## config.mk

```make
export PLATFORM = sky130hd
export DESIGN_NAME = smbpc_top
export DESIGN_NICKNAME = d
export VERILOG_FILES = /design/src/design/smbpc_pkg.sv /design/src/design/smbpc_result_mem.sv /design/src/design/smbpc_top.sv
export SDC_FILE = /design/constraint.sdc
export NUM_CORES = 1
export LEC_CHECK = 0
export BUFFER_PORTS_ARGS = -buffer_cell sky130_fd_sc_hd__buf_4
export CAP_MARGIN = 10
export CORE_MARGIN = 8
export CORE_UTILIZATION = 40
export DETAILED_ROUTE_END_ITERATION = 16
export GPL_TIMING_DRIVEN = 0
export MAX_ROUTING_LAYER = met4
export PLACE_DENSITY_LB_ADDON = 0.3
export SYNTH_ARGS = -nofsm -noshare
export SYNTH_HDL_FRONTEND = slang
export SYNTH_SLANG_ARGS = --single-unit
```

## constraint.sdc

```tcl
create_clock -name sys_clk -period 6.2 [get_ports sys_clk]
set_input_delay 0.62 -clock sys_clk [delete_from_list [all_inputs] [get_ports sys_clk]]
set_output_delay 0.62 -clock sys_clk [all_outputs]
set_load 0.1 [all_outputs]
```

## src/design/smbpc_pkg.sv

```systemverilog
package smbpc_pkg;

    localparam logic [7:0] ADDR_CMD_CODE    = 8'h99;
    localparam logic [7:0] ADDR_RESULT_BASE = 8'ha8;
    localparam logic [7:0] ADDR_RS          = 8'hb0;
    localparam logic [7:0] ADDR_PEC         = 8'hb1;
    localparam logic [7:0] ADDR_FMT_LO      = 8'hb2;
    localparam logic [7:0] ADDR_FMT_HI      = 8'hb3;
    localparam logic [7:0] ADDR_CTL         = 8'hb5;
    localparam logic [7:0] ADDR_NACK        = 8'hb6;
    localparam logic [7:0] ADDR_PEC_ERR     = 8'hb7;
    localparam logic [7:0] ADDR_TIMEOUT     = 8'hb8;
    localparam logic [7:0] ADDR_LIMIT       = 8'hb9;
    localparam logic [7:0] ADDR_INVALID     = 8'hba;
    localparam logic [7:0] ADDR_NACK_MASK   = 8'hbc;
    localparam logic [7:0] ADDR_HIGH_LIM    = 8'hc1;
    localparam logic [7:0] ADDR_LOW_LIM     = 8'hc2;

    localparam logic [7:0] RST_RS       = 8'hff;
    localparam logic [7:0] RST_PEC      = 8'h00;
    localparam logic [7:0] RST_FMT_LO   = 8'h03;
    localparam logic [7:0] RST_FMT_HI   = 8'h00;
    localparam logic [7:0] RST_CTL      = 8'h08;
    localparam logic [7:0] RST_FLAGS    = 8'h00;
    localparam logic [7:0] RST_RESULT   = 8'h80;
    localparam logic [7:0] RST_CMD_CODE = 8'h40;
    localparam logic [7:0] RST_MASK     = 8'h00;
    localparam logic [7:0] RST_HIGH_LIM = 8'h7f;
    localparam logic [7:0] RST_LOW_LIM  = 8'h81;

    localparam int CTL_EN_BIT   = 0;
    localparam int CTL_HYS_LSB  = 1;
    localparam int CTL_REMA_BIT = 5;
    localparam int CTL_REMB_BIT = 6;
    localparam int CTL_HUB_BIT  = 7;

    localparam logic [7:0] INVALID_USED_MASK = 8'h1f;
    localparam logic [7:0] RESERVED_TEMP_CODE = 8'hff;

    localparam int BUS_TIMEOUT_MS   = 25;
    localparam int SYS_CLK_KHZ      = 100000;
    localparam int BUS_TIMEOUT_CYC  = BUS_TIMEOUT_MS * SYS_CLK_KHZ;

    typedef enum logic [1:0] {
        FMT_TWOS     = 2'b00,
        FMT_JEDEC    = 2'b01,
        FMT_UNSIGNED = 2'b10,
        FMT_SPECIAL  = 2'b11
    } smbpc_fmt_t;

    typedef enum logic [1:0] {
        ST_IDLE   = 2'b00,
        ST_ISSUE  = 2'b01,
        ST_WAIT   = 2'b10,
        ST_UPDATE = 2'b11
    } smbpc_state_t;

    typedef struct packed {
        logic [2:0] slave;
        logic       repStart;
        logic       pecEn;
        smbpc_fmt_t fmt;
        logic       blockRead;
        logic       literal;
        logic       fromHub;
        logic [7:0] blockCmd;
    } smbpc_req_t;

    typedef struct packed {
        logic [2:0]  slave;
        logic        noAck;
        logic        pecErr;
        logic        timeout;
        logic [15:0] data;
    } smbpc_res_t;

endpackage : smbpc_pkg

```

## src/design/smbpc_result_mem.sv

```systemverilog
`timescale 1ns/1ns
`default_nettype none

module smbpc_result_mem
    import smbpc_pkg::*;
#(
    parameter int DEPTH = 8,
    parameter int WIDTH = 8
)(
    input  wire logic                     sys_clk,
    input  wire logic                     srst,
    input  wire logic                     wrEn,
    input  wire logic [$clog2(DEPTH)-1:0] wrAddr,
    input  wire logic [WIDTH-1:0]         wrData,
    input  wire logic [$clog2(DEPTH)-1:0] rdAddr,
    output var  logic [WIDTH-1:0]         rdData
);

    logic [WIDTH-1:0] mem_reg  [DEPTH];
    logic [WIDTH-1:0] mem_next [DEPTH];
    logic [WIDTH-1:0] rdData_next;

    always_comb
    begin
        for (int i = 0; i < DEPTH; i++)
        begin
            mem_next[i] = mem_reg[i];
        end
        if (wrEn)
        begin
            mem_next[wrAddr] = wrData;
        end
        rdData_next = mem_reg[rdAddr];
    end

    // Each slot holds the not-yet-polled marker until its first good reading
    always_ff @(posedge sys_clk)
    begin
        if (srst)
        begin
            for (int i = 0; i < DEPTH; i++)
            begin
                mem_reg[i] <= WIDTH'(RST_RESULT);
            end
            rdData <= '0;
        end
        else
        begin
            mem_reg <= mem_next;
            rdData  <= rdData_next;
        end
    end

endmodule : smbpc_result_mem

`default_nettype wire

```

## src/design/smbpc_top.sv

```systemverilog
`timescale 1ns/1ns
`default_nettype none

module smbpc_top
    import smbpc_pkg::*;
#(
    parameter int TIMEOUT_CYC = BUS_TIMEOUT_CYC
)(
    input  wire logic       sys_clk,
    input  wire logic       srst,
    input  wire logic [7:0] regAddr,
    input  wire logic [7:0] regWrData,
    input  wire logic       regWr,
    input  wire logic       regRd,
    output var  logic [7:0] regRdData,
    output var  logic       regRdValid,
    input  wire logic       sclPin,
    input  wire logic [7:0] remoteTempA,
    input  wire logic [7:0] remoteTempB,
    input  wire logic       pollDone,
    input  var  smbpc_res_t pollResult,
    output var  smbpc_req_t pollReq,
    output var  logic       pollStart,
    output var  logic       pollAbort,
    output var  logic       nackAlert
);

    localparam int TO_W = $clog2(TIMEOUT_CYC + 1);

    function automatic smbpc_fmt_t fmtOf(input logic [2:0] s, input logic [7:0] lo,
                                         input logic [7:0] hi);
        logic [7:0] r;
        r = s[2] ? hi : lo;
        return smbpc_fmt_t'(r[{s[1:0], 1'b0} +: 2]);
    endfunction : fmtOf

    function automatic logic isDimm(input logic [2:0] s);
        return (s >= 3'h1) && (s <= 3'h4);
    endfunction : isDimm

    // Configuration registers
    logic [7:0] rs_reg, rs_next, pec_reg, pec_next, fmtLo_reg, fmtLo_next;
    logic [7:0] fmtHi_reg, fmtHi_next, ctl_reg, ctl_next, cmd_reg, cmd_next;
    logic [7:0] mask_reg, mask_next, hiLim_reg, hiLim_next, loLim_reg, loLim_next;

    always_comb
    begin
        rs_next    = rs_reg;
        pec_next   = pec_reg;
        fmtLo_next = fmtLo_reg;
        fmtHi_next = fmtHi_reg;
        ctl_next   = ctl_reg;
        cmd_next   = cmd_reg;
        mask_next  = mask_reg;
        hiLim_next = hiLim_reg;
        loLim_next = loLim_reg;
        if (regWr)
        begin
            case (regAddr)
                ADDR_RS:        rs_next    = regWrData;
                ADDR_PEC:       pec_next   = regWrData;
                ADDR_FMT_LO:    fmtLo_next = regWrData;
                ADDR_FMT_HI:    fmtHi_next = regWrData;
                ADDR_CTL:       ctl_next   = regWrData;
                ADDR_CMD_CODE:  cmd_next   = regWrData;
                ADDR_NACK_MASK: mask_next  = regWrData;
                ADDR_HIGH_LIM:  hiLim_next = regWrData;
                ADDR_LOW_LIM:   loLim_next = regWrData;
                default:        rs_next    = rs_reg;
            endcase
        end
    end

    always_ff @(posedge sys_clk)
    begin
        if (srst)
        begin
            rs_reg    <= RST_RS;
            pec_reg   <= RST_PEC;
            fmtLo_reg <= RST_FMT_LO;
            fmtHi_reg <= RST_FMT_HI;
            ctl_reg   <= RST_CTL;
            cmd_reg   <= RST_CMD_CODE;
            mask_reg  <= RST_MASK;
            hiLim_reg <= RST_HIGH_LIM;
            loLim_reg <= RST_LOW_LIM;
        end
        else
        begin
            rs_reg    <= rs_next;
            pec_reg   <= pec_next;
            fmtLo_reg <= fmtLo_next;
            fmtHi_reg <= fmtHi_next;
            ctl_reg   <= ctl_next;
            cmd_reg   <= cmd_next;
            mask_reg  <= mask_next;
            hiLim_reg <= hiLim_next;
            loLim_reg <= loLim_next;
        end
    end

    wire logic       masterEn = ctl_reg[CTL_EN_BIT];
    wire logic [3:0] hys      = ctl_reg[CTL_HYS_LSB +: 4];
    wire logic       hubSel   = ctl_reg[CTL_HUB_BIT];

    // Clock line synchroniser; the first stage feeds only the second
    logic scl1_reg, scl2_reg, scl3_reg, sclLevel_reg, sclLevel_next;

    always_comb
    begin
        sclLevel_next = (scl2_reg == scl3_reg) ? scl3_reg : sclLevel_reg;
    end

    always_ff @(posedge sys_clk)
    begin
        if (srst)
        begin
            scl1_reg     <= 1'b1;
            scl2_reg     <= 1'b1;
            scl3_reg     <= 1'b1;
            sclLevel_reg <= 1'b1;
        end
        else
        begin
            scl1_reg     <= sclPin;
            scl2_reg     <= scl1_reg;
            scl3_reg     <= scl2_reg;
            sclLevel_reg <= sclLevel_next;
        end
    end

    // Poll sequencer and status flags
    smbpc_state_t    state_reg, state_next;
    logic [2:0]      slave_reg, slave_next;
    logic [TO_W-1:0] toCnt_reg, toCnt_next;
    smbpc_res_t      res_reg, res_next;
    smbpc_req_t      pollReq_next;
    logic            pollStart_next, pollAbort_next, nackAlert_next;
    logic [7:0]      nack_reg, nack_next, pecErr_reg, pecErr_next, to_reg, to_next;
    logic [7:0]      lim_reg, lim_next, inv_reg, inv_next;
    logic            memWr;
    logic [7:0]      memData;
    smbpc_fmt_t      curFmt;
    logic [7:0]      polled;
    logic signed [9:0] tVal, hiVal, loVal, hysVal;
    logic            badRead, outNow, inBand;

    always_comb
    begin
        state_next     = state_reg;
        slave_next     = slave_reg;
        toCnt_next     = toCnt_reg;
        res_next       = res_reg;
        pollReq_next   = pollReq;
        pollStart_next = 1'b0;
        pollAbort_next = 1'b0;
        nack_next      = nack_reg;
        pecErr_next    = pecErr_reg;
        to_next        = to_reg;
        lim_next       = lim_reg;
        inv_next       = inv_reg;
        memWr          = 1'b0;
        curFmt         = fmtOf(slave_reg, fmtLo_reg, fmtHi_reg);
        // SPD readings carry the whole degrees in bits 11:4
        polled  = (curFmt == FMT_JEDEC) ? res_reg.data[11:4] : res_reg.data[7:0];
        memData = polled;
        if (!hubSel && ctl_reg[CTL_REMA_BIT] && (slave_reg == 3'h1 || slave_reg == 3'h2))
        begin
            memData = remoteTempA;
        end
        else if (!hubSel && ctl_reg[CTL_REMB_BIT] && (slave_reg == 3'h3 || slave_reg == 3'h4))
        begin
            memData = remoteTempB;
        end
        // Straight binary compares unsigned; every other format is signed
        tVal    = (curFmt == FMT_UNSIGNED) ? {2'b00, memData} : {{2{memData[7]}}, memData};
        hiVal   = {2'b00, hiLim_reg};
        loVal   = {{2{loLim_reg[7]}}, loLim_reg};
        outNow  = (tVal > hiVal) || (tVal < loVal);
        // Kept signed so negative readings are not compared as large unsigned values
        hysVal  = {6'h00, hys};
        inBand  = (tVal <= hiVal - hysVal) && (tVal >= loVal + hysVal);
        badRead = res_reg.noAck || res_reg.timeout || (res_reg.pecErr && pec_reg[slave_reg]);
        case (state_reg)
            ST_IDLE:
            begin
                slave_next = 3'h0;
                if (masterEn)
                begin
                    state_next = ST_ISSUE;
                end
            end
            ST_ISSUE:
            begin
                if (!masterEn)
                begin
                    state_next = ST_IDLE;
                end
                else
                begin
                    pollReq_next.slave    = slave_reg;
                    pollReq_next.repStart = rs_reg[slave_reg];
                    pollReq_next.pecEn    = pec_reg[slave_reg];
                    pollReq_next.fmt      = curFmt;
                    pollReq_next.blockRead = (slave_reg < 3'h4) && (curFmt == FMT_SPECIAL);
                    pollReq_next.literal  = (slave_reg > 3'h4) && (curFmt == FMT_SPECIAL);
                    pollReq_next.fromHub  = hubSel && isDimm(slave_reg);
                    pollReq_next.blockCmd = cmd_reg;
                    pollStart_next = 1'b1;
                    toCnt_next     = '0;
                    state_next     = ST_WAIT;
                end
            end
            ST_WAIT:
            begin
                if (!masterEn)
                begin
                    pollAbort_next = 1'b1;
                    state_next     = ST_IDLE;
                end
                else if (pollDone && pollResult.slave == slave_reg)
                begin
                    res_next   = pollResult;
                    state_next = ST_UPDATE;
                end
                else if (toCnt_reg == TO_W'(TIMEOUT_CYC))
                begin
                    // The engine is stuck on a held-low clock; end the poll here
                    res_next         = '0;
                    res_next.slave   = slave_reg;
                    res_next.timeout = 1'b1;
                    pollAbort_next   = 1'b1;
                    state_next       = ST_UPDATE;
                end
                else
                begin
                    toCnt_next = sclLevel_reg ? '0 : toCnt_reg + TO_W'(1);
                end
            end
            ST_UPDATE:
            begin
                nack_next[slave_reg]   = res_reg.noAck;
                pecErr_next[slave_reg] = res_reg.pecErr && pec_reg[slave_reg];
                to_next[slave_reg]     = res_reg.timeout;
                if (!badRead)
                begin
                    memWr = 1'b1;
                    lim_next[slave_reg] = outNow || (lim_reg[slave_reg] && !inBand);
                    if (slave_reg < 3'h5)
                    begin
                        inv_next[slave_reg] = (slave_reg == 3'h0 || (hubSel && isDimm(slave_reg)))
                                              && (polled == RESERVED_TEMP_CODE);
                    end
                end
                slave_next = slave_reg + 3'h1;
                state_next = masterEn ? ST_ISSUE : ST_IDLE;
            end
            default:
            begin
                state_next = ST_IDLE;
            end
        endcase
        inv_next       = inv_next & INVALID_USED_MASK;
        nackAlert_next = |(nack_reg & ~mask_reg);
    end

    always_ff @(posedge sys_clk)
    begin
        if (srst)
        begin
            state_reg  <= ST_IDLE;
            slave_reg  <= 3'h0;
            toCnt_reg  <= '0;
            res_reg    <= '0;
            pollReq    <= '0;
            pollStart  <= 1'b0;
            pollAbort  <= 1'b0;
            nackAlert  <= 1'b0;
            nack_reg   <= RST_FLAGS;
            pecErr_reg <= RST_FLAGS;
            to_reg     <= RST_FLAGS;
            lim_reg    <= RST_FLAGS;
            inv_reg    <= RST_FLAGS;
        end
        else
        begin
            state_reg  <= state_next;
            slave_reg  <= slave_next;
            toCnt_reg  <= toCnt_next;
            res_reg    <= res_next;
            pollReq    <= pollReq_next;
            pollStart  <= pollStart_next;
            pollAbort  <= pollAbort_next;
            nackAlert  <= nackAlert_next;
            nack_reg   <= nack_next;
            pecErr_reg <= pecErr_next;
            to_reg     <= to_next;
            lim_reg    <= lim_next;
            inv_reg    <= inv_next;
        end
    end

    // Register read path: address captured, result memory answers a cycle later
    logic [7:0] memRdData, rdAddr_reg, rdAddr_next, regRdData_next;
    logic       rdPend_reg, rdPend_next, regRdValid_next;

    smbpc_result_mem #(
        .DEPTH (8),
        .WIDTH (8)
    ) u_result_mem (
        .sys_clk (sys_clk),
        .srst    (srst),
        .wrEn    (memWr),
        .wrAddr  (slave_reg),
        .wrData  (memData),
        .rdAddr  (regAddr[2:0]),
        .rdData  (memRdData)
    );

    always_comb
    begin
        rdPend_next     = regRd;
        rdAddr_next     = regRd ? regAddr : rdAddr_reg;
        regRdValid_next = rdPend_reg;
        regRdData_next  = regRdData;
        if (rdPend_reg)
        begin
            case (rdAddr_reg)
                ADDR_RS:        regRdData_next = rs_reg;
                ADDR_PEC:       regRdData_next = pec_reg;
                ADDR_FMT_LO:    regRdData_next = fmtLo_reg;
                ADDR_FMT_HI:    regRdData_next = fmtHi_reg;
                ADDR_CTL:       regRdData_next = ctl_reg;
                ADDR_CMD_CODE:  regRdData_next = cmd_reg;
                ADDR_NACK:      regRdData_next = nack_reg;
                ADDR_PEC_ERR:   regRdData_next = pecErr_reg;
                ADDR_TIMEOUT:   regRdData_next = to_reg;
                ADDR_LIMIT:     regRdData_next = lim_reg;
                ADDR_INVALID:   regRdData_next = inv_reg;
                ADDR_NACK_MASK: regRdData_next = mask_reg;
                ADDR_HIGH_LIM:  regRdData_next = hiLim_reg;
                ADDR_LOW_LIM:   regRdData_next = loLim_reg;
                default:
                begin
                    regRdData_next = (rdAddr_reg[7:3] == ADDR_RESULT_BASE[7:3]) ? memRdData
                                                                                : 8'h00;
                end
            endcase
        end
    end

    always_ff @(posedge sys_clk)
    begin
        if (srst)
        begin
            rdPend_reg <= 1'b0;
            rdAddr_reg <= 8'h00;
            regRdData  <= 8'h00;
            regRdValid <= 1'b0;
        end
        else
        begin
            rdPend_reg <= rdPend_next;
            rdAddr_reg <= rdAddr_next;
            regRdData  <= regRdData_next;
            regRdValid <= regRdValid_next;
        end
    end
endmodule : smbpc_top

`default_nettype wire

```

Word level (Yosys, flattened, before mapping)
Index checks and enable logic that the tools add are counted.

$add $sub $neg: 4. Multipliers: 0. Divide/modulo/power cells: 0. $lt $le $gt $ge: 14. Eq/ne operators: 44. Shift-type cells: 1. Multiplexer cells: 48. Bitwise logic cells: 7. Reduce and logical (&&, ||, !) cells: 47.

Operator list (count): $eq A8 B8 Y1 const B (24); $pmux W8 S14 (1); $mux W22 (5); $bwmux W64 (1); $mux W8 (8); $pmux W22 S2 (1); $bwmux W8 (5); $mux W19 (2); $bmux W8 S3 (1); $demux W8 S3 (1); $reduce_and A2 Y1 (12); $add A22 B1 Y22 const B (1); $eq A22 B22 Y1 const B (1); $logic_and A1 B1 Y1 (15); $mux W1 (11); $ge A10 B9 Y1 (1); $gt A10 B9 Y1 (1); $le A10 B9 Y1 (1); $lt A10 B8 Y1 (1); $mux W10 (1); $mux W2 (5); $ne A2 B2 Y1 const B (5); $add A8 B5 Y9 (1); $bmux W1 S3 (3); 35 further kinds (57).

Register bits: 269. Latch bits: 0. Bits in writable memories: 0. ROM bits: 0. Word-level logic and storage cells: 215. Memories: 0.

Longest topological paths before layout
Depth in word-level cells: 13. Depth in mapped cells: 19. Gate-level depth less buffers: 17.

By module
A second synthesis with hierarchy kept.

Cell total of the unflattened synthesis: 1463. Area, all modules: 13327.8 um^2.

Modules (own cells, without submodules): smbpc_top (instances 1, cells each 1154, area an instance 10206.0 um^2); smbpc_result_mem (instances 1, cells each 309, area an instance 3121.7 um^2).

Worst setup path before layout
Ideal clock, no wire load.

Path kind: reg2reg. Start: register slave_reg[1]. End: register lim_reg[0]. Library setup time: 0.080 ns. Data arrival time: 4.549 ns. Required time: 6.120 ns. Setup slack: 1.571 ns. Stages on the path, launching flop included: 17. Clock period less this slack: 4.629 ns. Cells stage by stage: dfxtp_1 mux4_1 mux2_2 nor2_4 mux2i_1 o21ai_0 mux2i_1 inv_1 ha_1 a21o_1 a2111oi_0 o211ai_1 a211oi_1 o31ai_2 o221ai_2 a211oi_4 a211oi_2.

Word-level cells in the longest chain between the ends: 12. Elaborated cells between the ends (all ways): 38. Those cells by class: order compare (6); eq/ne (6); shift (1); mux (11); bitwise (1); reduce/logical (13).

RTL lines: from (decl) (RTL line smbpc_top.sv:134) `logic [2:0] slave_reg, slave_next;`; from (signal assigned) (RTL line smbpc_top.sv:288) `slave_reg <= slave_next;`; $shiftx A8 B4 Y2 (tied with other cells) (RTL line smbpc_top.sv:34) `return smbpc_fmt_t'(r[{s[1:0], 1'b0} +: 2]);`; $eq A2 B1 Y1 / $logic_or A1 B1 Y1 (equally long branches) (RTL line smbpc_top.sv:165, smbpc_top.sv:171); $mux W8 / $logic_and A1 B1 Y1 (equally long branches) (RTL line smbpc_top.sv:165, smbpc_top.sv:171); $mux W8 (RTL line smbpc_top.sv:171) `else if (!hubSel && ctl_reg[CTL_REMB_BIT] && (slave_reg == 3'h3 || slave_reg == 3'h4))`; $mux W8 * (RTL line smbpc_top.sv:167) `if (!hubSel && ctl_reg[CTL_REMA_BIT] && (slave_reg == 3'h1 || slave_reg == 3'h2))`; net memData[3] (RTL line smbpc_top.sv:142) `logic [7:0] memData;`; $mux W10 * (RTL line smbpc_top.sv:176) `tVal = (curFmt == FMT_UNSIGNED) ? {2'b00, memData} : {{2{memData[7]}}, memData};`; $le A10 B9 Y1 / $ge A10 B9 Y1 (equally long branches) (RTL line smbpc_top.sv:182) `inBand = (tVal <= hiVal - hysVal) && (tVal >= loVal + hysVal);`; $logic_and A1 B1 Y1 (RTL line smbpc_top.sv:182); $logic_not A1 Y1 (RTL line smbpc_top.sv:248) `lim_next[slave_reg] = outNow || (lim_reg[slave_reg] && !inBand);`; $logic_and A1 B1 Y1 (RTL line smbpc_top.sv:248); $logic_or A1 B1 Y1 * (RTL line smbpc_top.sv:248); $bwmux W8 * (RTL line smbpc_top.sv:248); to (signal assigned) (RTL line smbpc_top.sv:298) `lim_reg <= lim_next;`; to (decl) (RTL line smbpc_top.sv:140) `logic [7:0] lim_reg, lim_next, inv_reg, inv_next;`.

The timed path passes the listed nets; every way through them passes the cells marked *. The select of a mux whose other input is x is not followed. A chain may end at the register's enable or synchronous reset.

Worst setup path in the final report
Start: register slave_reg[1]. End: register lim_reg[3].

Same word-level chain as after synthesis.

==> metrics.md <==
| Metric | Value |
|---|---|
| Endpoint class of the critical path | register |
| Setup slack, reg-to-reg | 0.26 ns |
| Min-delay src | sclPin |
| Most used cell, CP | a211oi_2 |
| Crit path largest cell delay | 0.68 ns |
| Most common cell after layout, fill and taps aside | dfxtp_1 |
| WHS | 0.240 ns |
| Worst EP arrival | 6.43 ns |
| Io pins | 90 |
| Drt total wl | 46,000 um |
| Vert. Die Dim | 199 um |
| Crit path launch | slave_reg[1]$_SDFFE_PP0P_ |
| Yosys warnings | 0 |
| Post-synth EDFFs | 0 |
| Syn nets | 1,590 |
| R2r endpoint | lim_reg[3]$_SDFFE_PP0P_ |
| Share of cells above drive strength 1 | 12.6% |
| Mapped Avg Cell Area | 9.02 um2 |
| Reg2reg start | slave_reg[1]$_SDFFE_PP0P_ |
| Crit path kind | register to register |
| Finished Cell Area | 15,500 um2 |
| First-pass GRT wire length | 69,300 um |
| Largest register FFs | 64 |
| Top_reg_cell synth | dfxtp_1 |
| Initial Util | 40.2% |
| # hold bufs at CTS | 0 |
| WHS Endpoint | scl1_reg$_SDFF_PP1_ |
| R2r worst-path depth | 16 |
| Final period util | 95.8% |
| Startpoint types | register |
| Synthesized instance count | 1,479 |
| IO buf count | 75 |
| H-tree depth | 1 |
| Final ANT Viol Nets | 0 |
| Max FO, Critical Path | 10 |
| Post-Syn Area | 13,300 um2 |
| Placeable Area | 33,200 um2 |
| Hold WC Path Type | primary input to register |
| Hold path depth | 2 |
| Die width | 199 um |
| Gpl congestion | 0.966 |
| Max-slew headroom | 31.0% |
| Max-slew violations | 0 |
| Final Skew | 0.0144 ns |
| RSZ-0062 raised after global routing | false |
| Post-DP HPWL | 34,800 um |
| Result of the run | finished clean |
| Worst vdd ir | 0.219 mV |
| Worst Max-Slew Pin Slew | 1.03 ns |
| Worst-path cell chain | mux4_1, mux2_2, nor2_4, mux2i_1, o21ai_0, mux2i_2, inv_1, ha_1, a2111oi_0, buf_1, o211ai_1, a211oi_2, o31ai_2, o221ai_2, a211oi_4, a211oi_2 |
| Critical Path RT | 6.69 ns |
| Placed cell count | 2,003 |
| Maxcap violations | 0 |
| Cell Area, Placed | 14,500 um2 |
| Met2 Use GR | 35.0% |
| First-pass detailed-route iteration total | 7 |
| Tmin final | 5.94 ns |
| Final hold vios | 0 |
| Clock sinks | 266 |
| Synth unique cells | 87 |
| Dpl ws | -0.213 ns |
| Pwr dens | 244 nW/um2 |
| Global route hottest layer | met2 |
| Setup TNS | 0 ns |
| TritonCTS clock tree | yes |
| Slowest-stage cell, CP | mux4_1 |
| Max Root-Sink Buffers | 3 |
| GRT met3 Usage | 4.09% |
| Antenna violations before repair | 1 |
| Setup-failing EPs final | 0 |
| Synth-to-Final Area Change | 16.5% |
| Vias in the first global route | 11,300 |
| Root Driver | clkbuf_16 |
| Fin nets | 1,697 |
| Die footprint | 39,500 um2 |
| DR vias | 11,900 |
| DRC | 0 |
| Global-route usage over all layers | 23.6% |
| Leak | 5.92 nW |
| Finished Layout Cells | 2,056 |
| Commonest cells after routing, fill and taps aside | dfxtp_1 (266), nor2_1 (240), mux2i_1 (137), nand2_1 (126), clkbuf_1 (77) |
| Total CTS buffers | 29 |
| Setup ws final | 0.261 ns |
| Peak Freq | 168 MHz |
| Row cnt | 67 |
| Initial DRC Count | 1,021 |
| GRT Residual Overflow | 0 |
| Clock-pin slew on the worst setup and hold paths | 0.06 ns |
| Yosys reg bits | 266 |
| Routed len/inst | 22.4 um |
| Largest net degree at the start of global routing | 15 |
| Met1 Resource Use GR | 31.9% |
| Worst-Skew Late Latency | 0.57 ns |
| Register area share after synthesis | 39.9% |
| Vias per cell | 5.77 |
| Async set-reset flop share out of synthesis | 0% |
-- what timing repair did --
action,4_1_cts,5_1_grt
setup buffers,0,0
gates cloned,0,0
pin swaps,0,0
setup endpoints to repair,8,8
gates resized for setup,2,5
-- routing by layer --
| metal | vias up | part of all wire, % |
|---|---|---|
| met1 | 5747 | 45 |
| met2 | 492 | 43 |
| met3 | 104 | 7.7 |
| li1 | 5515 | - |
| met4 | 0 | 3.8 |
| met5 | - | 0 |
-- kinds of logic after synthesis --
group           Yosys count  synth area share [%]
simple gates            530                  18.3
compound gates          278                  14.9
flops                   266                  39.9
mux                     176                  15.6
buf+inv                 148                  4.38
fa+ha+maj                53                  5.06
xor+xnor                 28                  1.84
-- worst max-delay path, delay by kind of cell (launching register included) --
kind	cells	cell delay, ns
AOI/OAI and AO/OA	8	2.10
muxes	4	1.92
buffers and inverters	2	0.58
DFF	1	0.55
adders and majority gates	1	0.39
and+or+nand+nor	1	0.31
-- cells in the mapped netlist, types with 10 or more instances --
| library cell | count | area, um2 |
|---|---|---|
| dfxtp_1 | 266 | 5330 |
| xnor2_1 | 18 | 158 |
| nand4_1 | 35 | 219 |
| a21o_1 | 10 | 75.1 |
| nand2_1 | 126 | 473 |
| nand2b_1 | 11 | 68.8 |
| mux2i_1 | 141 | 1410 |
| nor3_1 | 19 | 95.1 |
| a22oi_1 | 17 | 128 |
| o22ai_1 | 16 | 100 |
| nand3_1 | 15 | 75.1 |
| nor2b_1 | 16 | 100 |
| o21ai_0 | 37 | 185 |
| a21oi_1 | 63 | 315 |
| buf_1 | 15 | 56.3 |
| mux2_2 | 10 | 113 |
| mux4_2 | 20 | 450 |
| clkbuf_1 | 69 | 259 |
| nor2_1 | 240 | 901 |
| and3_1 | 12 | 75.1 |
| inv_1 | 50 | 188 |
| xor2_1 | 10 | 87.6 |
| a211oi_1 | 61 | 458 |
| ha_1 | 49 | 613 |
-- report_power, final --
group / internal (mW) / switching [mW] / total, mW
clock network: 1.15 / 0.735 / 1.88
registers: 1.72 / 0.00896 / 1.73
logic: 0.0554 / 0.132 / 0.187
-- cell type report --
type,instances,area (um2)
diodes,1,2.50
plain buffers,95,385
clock buffers,40,797
clock inverters,12,220
fillers,3280,17700
inverters,53,199
multi-input cells,1065,7480
flip-flops and latches,266,5330
well taps,448,561
repair buffers,76,567
-- through the flow --
step	total power, mW	util, %
3_5_place_dp	1.95	43.6
5_1_grt	3.89	46.8
6_report	3.79	46.8
3_3_place_gp	1.95	43.6
2_1_floorplan	1.86	-
4_1_cts	3.80	46.7
-- worst max path at each step --
stage / end
6_report: lim_reg[3]$_SDFFE_PP0P_
5_1_grt: lim_reg[0]$_SDFFE_PP0P_
4_1_cts: lim_reg[3]$_SDFFE_PP0P_
3_5_place_dp: lim_reg[2]$_SDFFE_PP0P_
3_3_place_gp: lim_reg[3]$_SDFFE_PP0P_
2_1_floorplan: lim_reg[0]$_SDFFE_PP0P_
Power figures use the tool's default switching activity.
